**src/inc/mmb_pkg.sv**
```systemverilog
// Shared constants for the maintenance monitor bank
package mmb_pkg;

  // Register indices; the byte address of each is four times its index
  localparam logic [10:0] IDX_DISPLAY_SEGMENT_TEST  = 11'h03c;
  localparam logic [10:0] IDX_OPERATING_HOURS       = 11'h04c;
  localparam logic [10:0] IDX_ENERGY_LOW_DIGITS     = 11'h05c;
  localparam logic [10:0] IDX_ENERGY_HIGH_DIGITS    = 11'h05d;
  localparam logic [10:0] IDX_FAN_HOURS             = 11'h067;
  localparam logic [10:0] IDX_HEATSINK_TEMPERATURE  = 11'h068;
  localparam logic [10:0] IDX_RUN_COMMAND_COUNT     = 11'h075;
  localparam logic [10:0] IDX_CAPACITOR_WEAR_PCT    = 11'h07c;
  localparam logic [10:0] IDX_FAN_WEAR_PCT          = 11'h07e;
  localparam logic [10:0] IDX_PEAK_CURRENT_HOLD     = 11'h7cf;
  localparam logic [10:0] IDX_BYPASS_RELAY_WEAR_PCT = 11'h7d6;
  localparam logic [10:0] IDX_POWER_SWITCH_WEAR_PCT = 11'h7d7;
  // Maintenance parameter register (write-one reset pulses, count condition)
  localparam logic [10:0] IDX_MAINT_CONTROL         = 11'h7e0;

  // Address slicing of the 32-bit byte address
  localparam int ADDR_IDX_LSB = 2;
  localparam int ADDR_IDX_MSB = 12;

  // Bit positions inside the maintenance parameter register
  localparam int CTL_OPERATING_HOURS_RESET   = 0;
  localparam int CTL_RUN_COUNT_RESET         = 1;
  localparam int CTL_FAN_TIME_RESET          = 2;
  localparam int CTL_CAPACITOR_WEAR_RESET    = 3;
  localparam int CTL_BYPASS_RELAY_WEAR_RESET = 4;
  localparam int CTL_POWER_SWITCH_WEAR_RESET = 5;
  localparam int CTL_COUNT_CONDITION         = 8;

  // Counter widths and limits
  localparam int          HOURS_W      = 17;
  localparam logic [16:0] HOURS_MAX    = 17'h1869f;  // 99999
  localparam int          RUNCNT_W     = 16;
  localparam logic [15:0] RUNCNT_MAX   = 16'hffff;   // 65535
  localparam int          PCT_W        = 16;
  localparam logic [15:0] PCT_MAX      = 16'h270f;   // Saturation at 9999 %
  localparam int          ENERGY_LO_W  = 14;
  localparam logic [13:0] ENERGY_LO_MAX = 14'h270f;  // 999.9 kWh in 0.1 kWh units

  // Count condition encodings
  localparam logic COUNT_WHEN_POWERED = 1'b0;
  localparam logic COUNT_WHEN_RUNNING = 1'b1;

  // Display test pattern: every segment of every digit lit
  localparam logic [15:0] LED_ALL_SEGMENTS = 16'h8888;

  // Analog output: full scale code stands for 10 V = motor rated current
  localparam int          ANALOG_W   = 12;
  localparam logic [11:0] ANALOG_FS  = 12'hfff;

  // AHB-Lite encodings
  localparam logic       HRESP_OKAY = 1'b0;
  localparam logic [1:0] HTRANS_IDLE = 2'h0;

endpackage

```
**src/verilog/mmb_event_counter.sv**
```systemverilog
`timescale 1ns/1ps
// Counter with synchronous clear, wrapping or saturating at a limit
module mmb_event_counter #(
  parameter int               WIDTH = 16,
  parameter logic [WIDTH-1:0] LIMIT = '1,
  parameter bit               SAT   = 1'b0
) (
  // Clock, reset, enable
  input  wire logic             i_clk,
  input  wire logic             i_rst_n,
  input  wire logic             i_ce,
  // Control
  input  wire logic             i_clr,
  input  wire logic             i_inc,
  // Value
  output logic [WIDTH-1:0]      o_count
);

  logic [WIDTH-1:0] count_r;

  // Clear wins over a count in the same cycle, as the reset parameter is a command
  always_ff @(posedge i_clk) begin
    if (!i_rst_n) begin
      count_r <= '0;
    end else if (i_ce) begin
      if (i_clr) begin
        count_r <= '0;
      end else if (i_inc) begin
        if (count_r >= LIMIT) begin
          count_r <= SAT ? LIMIT : '0;
        end else begin
          count_r <= count_r + 1'b1;
        end
      end
    end
  end

  assign o_count = count_r;

endmodule // mmb_event_counter

```
**src/verilog/mmb_energy_acc.sv**
```systemverilog
`timescale 1ns/1ps
// Nine-digit output energy total: 0.1 kWh low part, MWh high part
module mmb_energy_acc (
  // Clock, reset, enable
  input  wire logic                            i_clk,
  input  wire logic                            i_rst_n,
  input  wire logic                            i_ce,
  // One pulse per 0.1 kWh delivered
  input  wire logic                            i_tenth_kwh,
  // Split total
  output logic [mmb_pkg::ENERGY_LO_W-1:0]      o_low,
  output logic [mmb_pkg::HOURS_W-1:0]          o_high
);

  logic [mmb_pkg::ENERGY_LO_W-1:0] low_r;
  logic                            carry;

  // Low four digits roll into the MWh part every 10000 tenths
  assign carry = i_tenth_kwh && (low_r >= mmb_pkg::ENERGY_LO_MAX);

  always_ff @(posedge i_clk) begin
    if (!i_rst_n) begin
      low_r <= '0;
    end else if (i_ce && i_tenth_kwh) begin
      low_r <= carry ? '0 : low_r + 1'b1;
    end
  end

  // Upper five digits wrap after 99999 MWh
  mmb_event_counter #(
    .WIDTH (mmb_pkg::HOURS_W),
    .LIMIT (mmb_pkg::HOURS_MAX),
    .SAT   (1'b0)
  ) u_high (
    .i_clk   (i_clk),
    .i_rst_n (i_rst_n),
    .i_ce    (i_ce),
    .i_clr   (1'b0),
    .i_inc   (carry),
    .o_count (o_high)
  );

  assign o_low = low_r;

endmodule // mmb_energy_acc

```
**src/verilog/mmb_monitor_bank.sv**
```systemverilog
// The implementer's own choice: the AHB-Lite interface to the registers.
`timescale 1ns/1ps
// Notes on behaviour
// - Operating time counts in one-hour steps and is readable.
// - Operating hours wrap from 99999 to zero and keep counting.
// - Operating hours clear through their own reset parameter bit.
// - Count condition selects counting while powered or only while running.
// - Each new run command adds one to the run command count.
// - Run command count wraps from 65535 to zero and resumes.
// - Run command count clears through its own reset parameter bit.
// - Fan hours count in one-hour steps and wrap after 99999.
// - Fan hours clear through the fan-time reset parameter.
// - Fan wear percent counts in 1% steps, cleared by fan-time reset.
// - Capacitor wear percent readable, cleared by its reset parameter.
// - Bypass relay wear percent readable, cleared by its reset parameter.
// - Power switch wear percent readable, cleared by its reset parameter.
// - Heatsink temperature reads in whole degrees Celsius.
// - Selecting the display test monitor lights every display segment.
// - Energy kept as nine digits: 0.1 kWh low part, MWh high part.
// - Peak run current held in 0.01 A; analog full scale is rated current.
module mmb_monitor_bank (
  // Clock, reset, enable
  input  wire logic        i_clk,
  input  wire logic        i_rst_n,
  input  wire logic        i_ce,
  // AHB-Lite slave
  input  wire logic        i_hsel,
  input  wire logic [31:0] i_haddr,
  input  wire logic [1:0]  i_htrans,
  input  wire logic        i_hwrite,
  input  wire logic [2:0]  i_hsize,
  input  wire logic        i_hready,
  input  wire logic [31:0] i_hwdata,
  output logic [31:0]      o_hrdata,
  output logic             o_hreadyout,
  output logic             o_hresp,
  // Drive status inputs
  input  wire logic        i_hour_tick,
  input  wire logic        i_run_cmd,
  input  wire logic        i_fan_on,
  input  wire logic        i_tenth_kwh,
  input  wire logic [15:0] i_heatsink_temp,
  input  wire logic [15:0] i_out_current,
  input  wire logic [15:0] i_rated_current,
  // Wear estimator steps, one pulse per 1% of life used
  input  wire logic        i_fan_wear_step,
  input  wire logic        i_capacitor_wear_step,
  input  wire logic        i_bypass_relay_wear_step,
  input  wire logic        i_power_switch_wear_step,
  // Display and analog outputs
  output logic             o_led_all_segments,
  output logic [11:0]      o_peak_analog
);

  // Register index of a byte address; shared by the read and write decode
  function automatic logic [10:0] reg_index(input logic [31:0] addr);
    reg_index = addr[mmb_pkg::ADDR_IDX_MSB:mmb_pkg::ADDR_IDX_LSB];
  endfunction

  // True when the upper address bits are zero, inside the decoded window
  function automatic logic addr_in_window(input logic [31:0] addr);
    addr_in_window = (addr[31:mmb_pkg::ADDR_IDX_MSB+1] == '0);
  endfunction

  // Scale held current to the analog code; saturates above rated current
  function automatic logic [11:0] scale_analog(input logic [15:0] cur,
                                               input logic [15:0] rated);
    logic [27:0] prod;
    logic [27:0] quot;
    prod = 28'(cur) * 28'(mmb_pkg::ANALOG_FS);
    quot = '0;
    if (rated == '0) begin
      scale_analog = mmb_pkg::ANALOG_FS;
    end else begin
      quot = prod / 28'(rated);
      scale_analog = (quot > 28'(mmb_pkg::ANALOG_FS)) ? mmb_pkg::ANALOG_FS
                                                       : quot[11:0];
    end
  endfunction

  // Bus phase state
  logic        addr_ok;
  logic        wr_pend_r;
  logic [10:0] wr_idx_r;
  logic [31:0] hrdata_r;
  logic [10:0] rd_idx;

  // Maintenance parameter state
  logic        count_cond_r;
  logic [5:0]  clr_pulse_r;
  logic        ctl_write;

  // Monitor values
  logic [mmb_pkg::HOURS_W-1:0]     operating_hours;
  logic [mmb_pkg::HOURS_W-1:0]     fan_hours;
  logic [mmb_pkg::RUNCNT_W-1:0]    run_command_count;
  logic [mmb_pkg::PCT_W-1:0]       fan_wear_pct;
  logic [mmb_pkg::PCT_W-1:0]       capacitor_wear_pct;
  logic [mmb_pkg::PCT_W-1:0]       bypass_relay_wear_pct;
  logic [mmb_pkg::PCT_W-1:0]       power_switch_wear_pct;
  logic [mmb_pkg::ENERGY_LO_W-1:0] energy_low_digits;
  logic [mmb_pkg::HOURS_W-1:0]     energy_high_digits;
  logic [15:0]                     heatsink_temperature_r;
  logic [15:0]                     peak_current_hold_r;
  logic [11:0]                     peak_analog_r;
  logic                            led_test_r;
  logic                            run_cmd_d_r;
  logic                            run_edge;
  logic                            op_inc;

  // Address phase is taken only with a live transfer and the bus ready
  assign addr_ok = i_ce && i_hsel && i_htrans[1] && i_hready;
  assign rd_idx  = reg_index(i_haddr);

  // Zero wait states; a frozen block holds the bus off instead of dropping data
  assign o_hreadyout = i_ce;
  assign o_hresp     = mmb_pkg::HRESP_OKAY;

  // Read data are fetched in the address phase so that they stand in the data phase
  always_ff @(posedge i_clk) begin
    if (!i_rst_n) begin
      hrdata_r <= 32'h0000_0000;
    end else if (addr_ok && !i_hwrite) begin
      hrdata_r <= 32'h0000_0000;
      if (addr_in_window(i_haddr)) begin
        case (rd_idx)
          mmb_pkg::IDX_OPERATING_HOURS:       hrdata_r <= 32'(operating_hours);
          mmb_pkg::IDX_RUN_COMMAND_COUNT:     hrdata_r <= 32'(run_command_count);
          mmb_pkg::IDX_FAN_HOURS:             hrdata_r <= 32'(fan_hours);
          mmb_pkg::IDX_FAN_WEAR_PCT:          hrdata_r <= 32'(fan_wear_pct);
          mmb_pkg::IDX_CAPACITOR_WEAR_PCT:    hrdata_r <= 32'(capacitor_wear_pct);
          mmb_pkg::IDX_BYPASS_RELAY_WEAR_PCT: hrdata_r <= 32'(bypass_relay_wear_pct);
          mmb_pkg::IDX_POWER_SWITCH_WEAR_PCT: hrdata_r <= 32'(power_switch_wear_pct);
          mmb_pkg::IDX_HEATSINK_TEMPERATURE:  hrdata_r <= 32'(heatsink_temperature_r);
          mmb_pkg::IDX_DISPLAY_SEGMENT_TEST:  hrdata_r <= 32'(mmb_pkg::LED_ALL_SEGMENTS);
          mmb_pkg::IDX_ENERGY_LOW_DIGITS:     hrdata_r <= 32'(energy_low_digits);
          mmb_pkg::IDX_ENERGY_HIGH_DIGITS:    hrdata_r <= 32'(energy_high_digits);
          mmb_pkg::IDX_PEAK_CURRENT_HOLD:     hrdata_r <= 32'(peak_current_hold_r);
          mmb_pkg::IDX_MAINT_CONTROL: begin
            hrdata_r[mmb_pkg::CTL_COUNT_CONDITION] <= count_cond_r;
          end
          default:                            hrdata_r <= 32'h0000_0000;
        endcase
      end
    end
  end

  assign o_hrdata = hrdata_r;

  // Remember a write address for its data phase
  always_ff @(posedge i_clk) begin
    if (!i_rst_n) begin
      wr_pend_r <= 1'b0;
      wr_idx_r  <= 11'h000;
    end else if (i_ce) begin
      if (i_hready) begin
        wr_pend_r <= addr_ok && i_hwrite && addr_in_window(i_haddr);
        wr_idx_r  <= rd_idx;
      end
    end
  end

  // Only the parameter register accepts data; monitor writes fall through
  assign ctl_write = i_ce && wr_pend_r && (wr_idx_r == mmb_pkg::IDX_MAINT_CONTROL);

  // Count condition is a stored setting steering the operating-time counter
  always_ff @(posedge i_clk) begin
    if (!i_rst_n) begin
      count_cond_r <= mmb_pkg::COUNT_WHEN_POWERED;
    end else if (ctl_write) begin
      count_cond_r <= i_hwdata[mmb_pkg::CTL_COUNT_CONDITION];
    end
  end

  // Reset parameters are write-one commands that act for one cycle, read back zero
  always_ff @(posedge i_clk) begin
    if (!i_rst_n) begin
      clr_pulse_r <= 6'h00;
    end else if (i_ce) begin
      clr_pulse_r <= ctl_write ? i_hwdata[mmb_pkg::CTL_POWER_SWITCH_WEAR_RESET:
                                          mmb_pkg::CTL_OPERATING_HOURS_RESET] : 6'h00;
    end
  end

  // Run command edge detect; a held command counts once
  always_ff @(posedge i_clk) begin
    if (!i_rst_n) begin
      run_cmd_d_r <= 1'b0;
    end else if (i_ce) begin
      run_cmd_d_r <= i_run_cmd;
    end
  end

  assign run_edge = i_run_cmd && !run_cmd_d_r;
  assign op_inc   = i_hour_tick &&
                    ((count_cond_r == mmb_pkg::COUNT_WHEN_POWERED) || i_run_cmd);

  // Operating hours, wrapping after 99999
  mmb_event_counter #(
    .WIDTH (mmb_pkg::HOURS_W),
    .LIMIT (mmb_pkg::HOURS_MAX),
    .SAT   (1'b0)
  ) u_operating_hours (
    .i_clk   (i_clk),
    .i_rst_n (i_rst_n),
    .i_ce    (i_ce),
    .i_clr   (clr_pulse_r[mmb_pkg::CTL_OPERATING_HOURS_RESET]),
    .i_inc   (op_inc),
    .o_count (operating_hours)
  );

  // Run command count, wrapping after 65535
  mmb_event_counter #(
    .WIDTH (mmb_pkg::RUNCNT_W),
    .LIMIT (mmb_pkg::RUNCNT_MAX),
    .SAT   (1'b0)
  ) u_run_command_count (
    .i_clk   (i_clk),
    .i_rst_n (i_rst_n),
    .i_ce    (i_ce),
    .i_clr   (clr_pulse_r[mmb_pkg::CTL_RUN_COUNT_RESET]),
    .i_inc   (run_edge),
    .o_count (run_command_count)
  );

  // Fan hours count only while the fan turns
  mmb_event_counter #(
    .WIDTH (mmb_pkg::HOURS_W),
    .LIMIT (mmb_pkg::HOURS_MAX),
    .SAT   (1'b0)
  ) u_fan_hours (
    .i_clk   (i_clk),
    .i_rst_n (i_rst_n),
    .i_ce    (i_ce),
    .i_clr   (clr_pulse_r[mmb_pkg::CTL_FAN_TIME_RESET]),
    .i_inc   (i_hour_tick && i_fan_on),
    .o_count (fan_hours)
  );

  // Wear percentages saturate so a worn part never reads as new again
  mmb_event_counter #(
    .WIDTH (mmb_pkg::PCT_W),
    .LIMIT (mmb_pkg::PCT_MAX),
    .SAT   (1'b1)
  ) u_fan_wear (
    .i_clk   (i_clk),
    .i_rst_n (i_rst_n),
    .i_ce    (i_ce),
    .i_clr   (clr_pulse_r[mmb_pkg::CTL_FAN_TIME_RESET]),
    .i_inc   (i_fan_wear_step),
    .o_count (fan_wear_pct)
  );

  mmb_event_counter #(
    .WIDTH (mmb_pkg::PCT_W),
    .LIMIT (mmb_pkg::PCT_MAX),
    .SAT   (1'b1)
  ) u_capacitor_wear (
    .i_clk   (i_clk),
    .i_rst_n (i_rst_n),
    .i_ce    (i_ce),
    .i_clr   (clr_pulse_r[mmb_pkg::CTL_CAPACITOR_WEAR_RESET]),
    .i_inc   (i_capacitor_wear_step),
    .o_count (capacitor_wear_pct)
  );

  mmb_event_counter #(
    .WIDTH (mmb_pkg::PCT_W),
    .LIMIT (mmb_pkg::PCT_MAX),
    .SAT   (1'b1)
  ) u_bypass_relay_wear (
    .i_clk   (i_clk),
    .i_rst_n (i_rst_n),
    .i_ce    (i_ce),
    .i_clr   (clr_pulse_r[mmb_pkg::CTL_BYPASS_RELAY_WEAR_RESET]),
    .i_inc   (i_bypass_relay_wear_step),
    .o_count (bypass_relay_wear_pct)
  );

  mmb_event_counter #(
    .WIDTH (mmb_pkg::PCT_W),
    .LIMIT (mmb_pkg::PCT_MAX),
    .SAT   (1'b1)
  ) u_power_switch_wear (
    .i_clk   (i_clk),
    .i_rst_n (i_rst_n),
    .i_ce    (i_ce),
    .i_clr   (clr_pulse_r[mmb_pkg::CTL_POWER_SWITCH_WEAR_RESET]),
    .i_inc   (i_power_switch_wear_step),
    .o_count (power_switch_wear_pct)
  );

  // Output energy total
  mmb_energy_acc u_energy (
    .i_clk       (i_clk),
    .i_rst_n     (i_rst_n),
    .i_ce        (i_ce),
    .i_tenth_kwh (i_tenth_kwh),
    .o_low       (energy_low_digits),
    .o_high      (energy_high_digits)
  );

  // Heatsink sample, whole degrees, registered so a read sees a stable value
  always_ff @(posedge i_clk) begin
    if (!i_rst_n) begin
      heatsink_temperature_r <= 16'h0000;
    end else if (i_ce) begin
      heatsink_temperature_r <= i_heatsink_temp;
    end
  end

  // Peak hold during run; never cleared by software, only by reset
  always_ff @(posedge i_clk) begin
    if (!i_rst_n) begin
      peak_current_hold_r <= 16'h0000;
    end else if (i_ce && i_run_cmd && (i_out_current > peak_current_hold_r)) begin
      peak_current_hold_r <= i_out_current;
    end
  end

  // Analog level lags the held value by one cycle; divider kept off the bus path
  always_ff @(posedge i_clk) begin
    if (!i_rst_n) begin
      peak_analog_r <= 12'h000;
    end else if (i_ce) begin
      peak_analog_r <= scale_analog(peak_current_hold_r, i_rated_current);
    end
  end

  assign o_peak_analog = peak_analog_r;

  // Display test stays lit from selecting its monitor until another is read
  always_ff @(posedge i_clk) begin
    if (!i_rst_n) begin
      led_test_r <= 1'b0;
    end else if (addr_ok && !i_hwrite) begin
      led_test_r <= addr_in_window(i_haddr) &&
                    (rd_idx == mmb_pkg::IDX_DISPLAY_SEGMENT_TEST);
    end
  end

  assign o_led_all_segments = led_test_r;

endmodule // mmb_monitor_bank

```
**config.mk**
```make
export PLATFORM = sky130hd
export DESIGN_NAME = mmb_monitor_bank
export DESIGN_NICKNAME = d
export VERILOG_FILES = /design/src/inc/mmb_pkg.sv /design/src/verilog/mmb_event_counter.sv /design/src/verilog/mmb_energy_acc.sv /design/src/verilog/mmb_monitor_bank.sv
export SDC_FILE = /design/constraint.sdc
export NUM_CORES = 2
export LEC_CHECK = 0
export BUFFER_PORTS_ARGS = -buffer_cell sky130_fd_sc_hd__buf_4
export CELL_PAD_IN_SITES_DETAIL_PLACEMENT = 1
export CELL_PAD_IN_SITES_GLOBAL_PLACEMENT = 2
export CORE_ASPECT_RATIO = 1.75
export CORE_MARGIN = 4
export CORE_UTILIZATION = 35
export DETAILED_ROUTE_END_ITERATION = 10
export GPL_ROUTABILITY_DRIVEN = 0
export PLACE_DENSITY = 0.87
export SLEW_MARGIN = 20
export SYNTH_ARGS = -nofsm -noshare
export SYNTH_HDL_FRONTEND = slang
export SYNTH_SLANG_ARGS = --single-unit
```
**constraint.sdc**
```tcl
create_clock -name i_clk -period 127.4 [get_ports i_clk]
set_clock_uncertainty 0.2 [all_clocks]
set_input_delay 25.48 -clock i_clk [delete_from_list [all_inputs] [get_ports i_clk]]
set_output_delay 25.48 -clock i_clk [all_outputs]
set_load 0.005 [all_outputs]
```
==> run_results.csv <==
group,metric,value,unit
grt,grt_start_max_net_pins,64,
worst_setup_path,startpoint_type,"input port",
clocking,root_buffer,"clkbuf_16",
worst_setup_path,criticalPathCategory,"input port to register",
finish,seqCellArea,0.00454,mm2
yosys,synth_warnings,0,
clocking,numCtsBuffers,24,
worst_setup_path,worstSetupEndpointType,"register",
yosys,syn_avg_cell_area,7.60,um2
worst_hold_path,holdCritStartpoint,"wr_idx_r[0]",
worst_setup_path,crit_top_cell,"o21a_1",
yosys,yosys.area.top_type,"ha_1",
clocking,clk_pin_slew,0.07,ns
worst_setup_path,cp-startpoint,"i_rated_current[12]",
grt,grt_pass1_wl,195000,um
clocking,clkLatencyLatePin,0.59,ns
floorplan,die-area,0.102,mm2
yosys,syn_area,0.0338,mm2
clocking,cts_htree_levels,1,
timing,hold_viol,0,
yosys,yosys_most_used_dff,"dfxtp_1",
routing,route.vias.total,34400,
routing,drc,0,
finish,fin_nets,5156,
grt,grt_usage,0.233,
finish,nFillCells,11800,
routing,antenna_left,0,
clocking,cts_hold_buf,0,
routing,wl_per_cell,21.3,um
yosys,ys_seq_elements,227,
finish,multi_input_area,0.0277,mm2
yosys,synth_edf_count,0,
yosys,synth_cells,4453,
yosys,ys_seq_area_frac,0.134,
timing,period_needed,110.22,ns
yosys,async_flop_share,0,
timing,period_share,0.865,
clocking,tritoncts,"yes",
clocking,clk_path_buf_depth,3,
finish,area_delta_synth_final,9.30,%
worst_hold_path,hp-class,"register to register",
clocking,post-cts-setup-buffer-count,0,
grt,grt_pass1_vias,36800,
worst_setup_path,slowest_delay,0.93,ns
worst_setup_path,slowest_stage,"a211oi_1",
floorplan,num_rows,150,
timing,setup_viol,0,
yosys,ys_types,129,
worst_setup_path,reg2reg_from,"peak_current_hold_r[7]",
grt,grt_overflow_total,0,
timing,fmax,9.07,MHz
floorplan,ios,178,
timing,worst_pin_slew,1.14,ns
grt,antenna_found_initial,1,
worst_setup_path,path_max_fanout,40,
yosys,synth_top_area_share,0.152,
placed_design,portBuffers,130,
clocking,ctsResizeCount,0,
finish,drive_above_1_share,0.0986,
floorplan,start_util,0.353,
flow_run,drv_cap,0,
timing,slew_headroom,0.237,
floorplan,coreArea,0.0957,mm2
clocking,numClockSinks,227,
routing,wirelength,123000,um
timing,rsz0062_at_grt,"false",
routing,viasPerCell,5.98,
outcome,outcome,"finished clean",
worst_setup_path,cp.required,127.64,ns
routing,dr.pass1.iters,5,
placed_design,place_hpwl,102000,um
timing,fin_setup_tns,0,ns
routing,drt-initial-drc-count,1235,
timing,finalMaxSlewViolations,0,
yosys,synth_area_leaders,"ha_1, dfxtp_1, fa_1",
floorplan,die_h,419,um
worst_setup_path,critPathArrivalTime,110.46,ns
floorplan,die_w,243,um
==> stage by stage <==
step                      utilization  cells  area (um2)  hold slack [ns]  setup slack [ns]
after floorplan                     -   4468       33900            0.231             29.99
after global placement          0.378   5705       36100            0.239             18.04
after detailed placement        0.378   5705       36100            0.245             16.77
after CTS                       0.386   5749       37000            0.255             17.06
after global routing            0.386   5749       37000            0.271             10.67
final                           0.386   5750       37000            0.257             17.18
==> Yosys cell counts (16+ instances only) <==
cell type,n
nor2_1,470
ha_1,412
a21oi_1,359
nand2_1,350
inv_1,247
dfxtp_1,227
o21ai_0,215
nor3_1,197
o21a_1,144
clkbuf_1,113
xnor2_1,111
nand3_1,104
xor2_1,100
fa_1,98
a21o_1,82
and3_1,77
o31ai_1,73
mux2_2,64
mux2i_1,56
a31oi_1,54
or3_1,51
nand2b_1,43
a211oi_1,42
nor2b_1,42
nand4_1,41
or2_2,41
and2_1,34
o211ai_1,31
nor4_1,29
o22ai_1,29
a221oi_1,27
nor3b_1,27
o21ai_1,25
buf_4,23
a22o_1,22
a22oi_1,22
a222oi_1,21
buf_2,16
==> final timing paths <==
path	end	slack, ns	depth (start not counted)
setup reg to reg	o_peak_analog[0]	37.06	356
setup / recovery	o_peak_analog[0]	17.18	342
hold reg to reg	wr_idx_r[0]	0.26	2
hold / removal	wr_idx_r[0]	0.26	2
==> layout make-up <==
cell class,count,area share
Clock inverter,14,0.00399
Inverter,251,0.0256
Sequential cell,227,0.123
Tap cell,1216,0.0412
Antenna cell,1,0.0000677
Timing Repair Buffer,187,0.0380
Clock buffer,30,0.0179
Multi-Input combinational cell,3824,0.750
==> worst max-delay path, delay by kind of cell <==
kind	cells	cell delay, ns
compound gates	205	49.52
fa+ha+maj	27	8.95
buf+inv	15	3.90
mux	12	4.02
simple gates	83	18.12
==> registers in the layout, indices dropped and copies added (netlist names), 14 cells and up <==
name,cells
u_bypass_relay_wear.o_count,16
heatsink_temperature_r,16
peak_current_hold_r,16
u_fan_hours.o_count,17
u_capacitor_wear.o_count,16
u_operating_hours.o_count,17
o_hrdata,17
u_run_command_count.o_count,16
u_energy.o_low,14
u_energy.u_high.o_count,17
u_fan_wear.o_count,16
u_power_switch_wear.o_count,16
==> logic make-up after synthesis <==
| family | after synthesis | share of synthesized area |
|---|---|---|
| compound gates | 1348 | 0.270 |
| xor+xnor | 215 | 0.0566 |
| fa+ha+maj | 512 | 0.211 |
| buf+inv | 417 | 0.0498 |
| flops | 227 | 0.134 |
| mux | 137 | 0.0445 |
| other cells | 1 | 0.000111 |
| simple gates | 1596 | 0.234 |
==> layer usage <==
metal | routed length [um] | track usage
met1 | 42500 | 0.214
met2 | 69500 | 0.493
met3 | 2780 | 0.0169
met4 | 7710 | 0.129
met5 | 14 | 0
==> cell usage in the layout (no fill, tap or decap), types with 43 or more instances in the layout <==
| cell | count |
|---|---|
| nand2_1 | 350 |
| a21oi_1 | 359 |
| xor2_1 | 100 |
| buf_4 | 187 |
| xnor2_1 | 111 |
| dfxtp_1 | 227 |
| o21a_1 | 144 |
| nand2b_1 | 43 |
| or3_1 | 51 |
| o21ai_0 | 214 |
| ha_1 | 412 |
| fa_1 | 98 |
| mux2_2 | 64 |
| nor2_1 | 469 |
| nand3_1 | 104 |
| a21o_1 | 82 |
| mux2i_1 | 56 |
| inv_1 | 247 |
| o31ai_1 | 73 |
| a31oi_1 | 54 |
| and3_1 | 77 |
| nor3_1 | 194 |
Power is not shown: default switching activity piles up to over one toggle a cycle in this logic, so the estimate is an artifact.
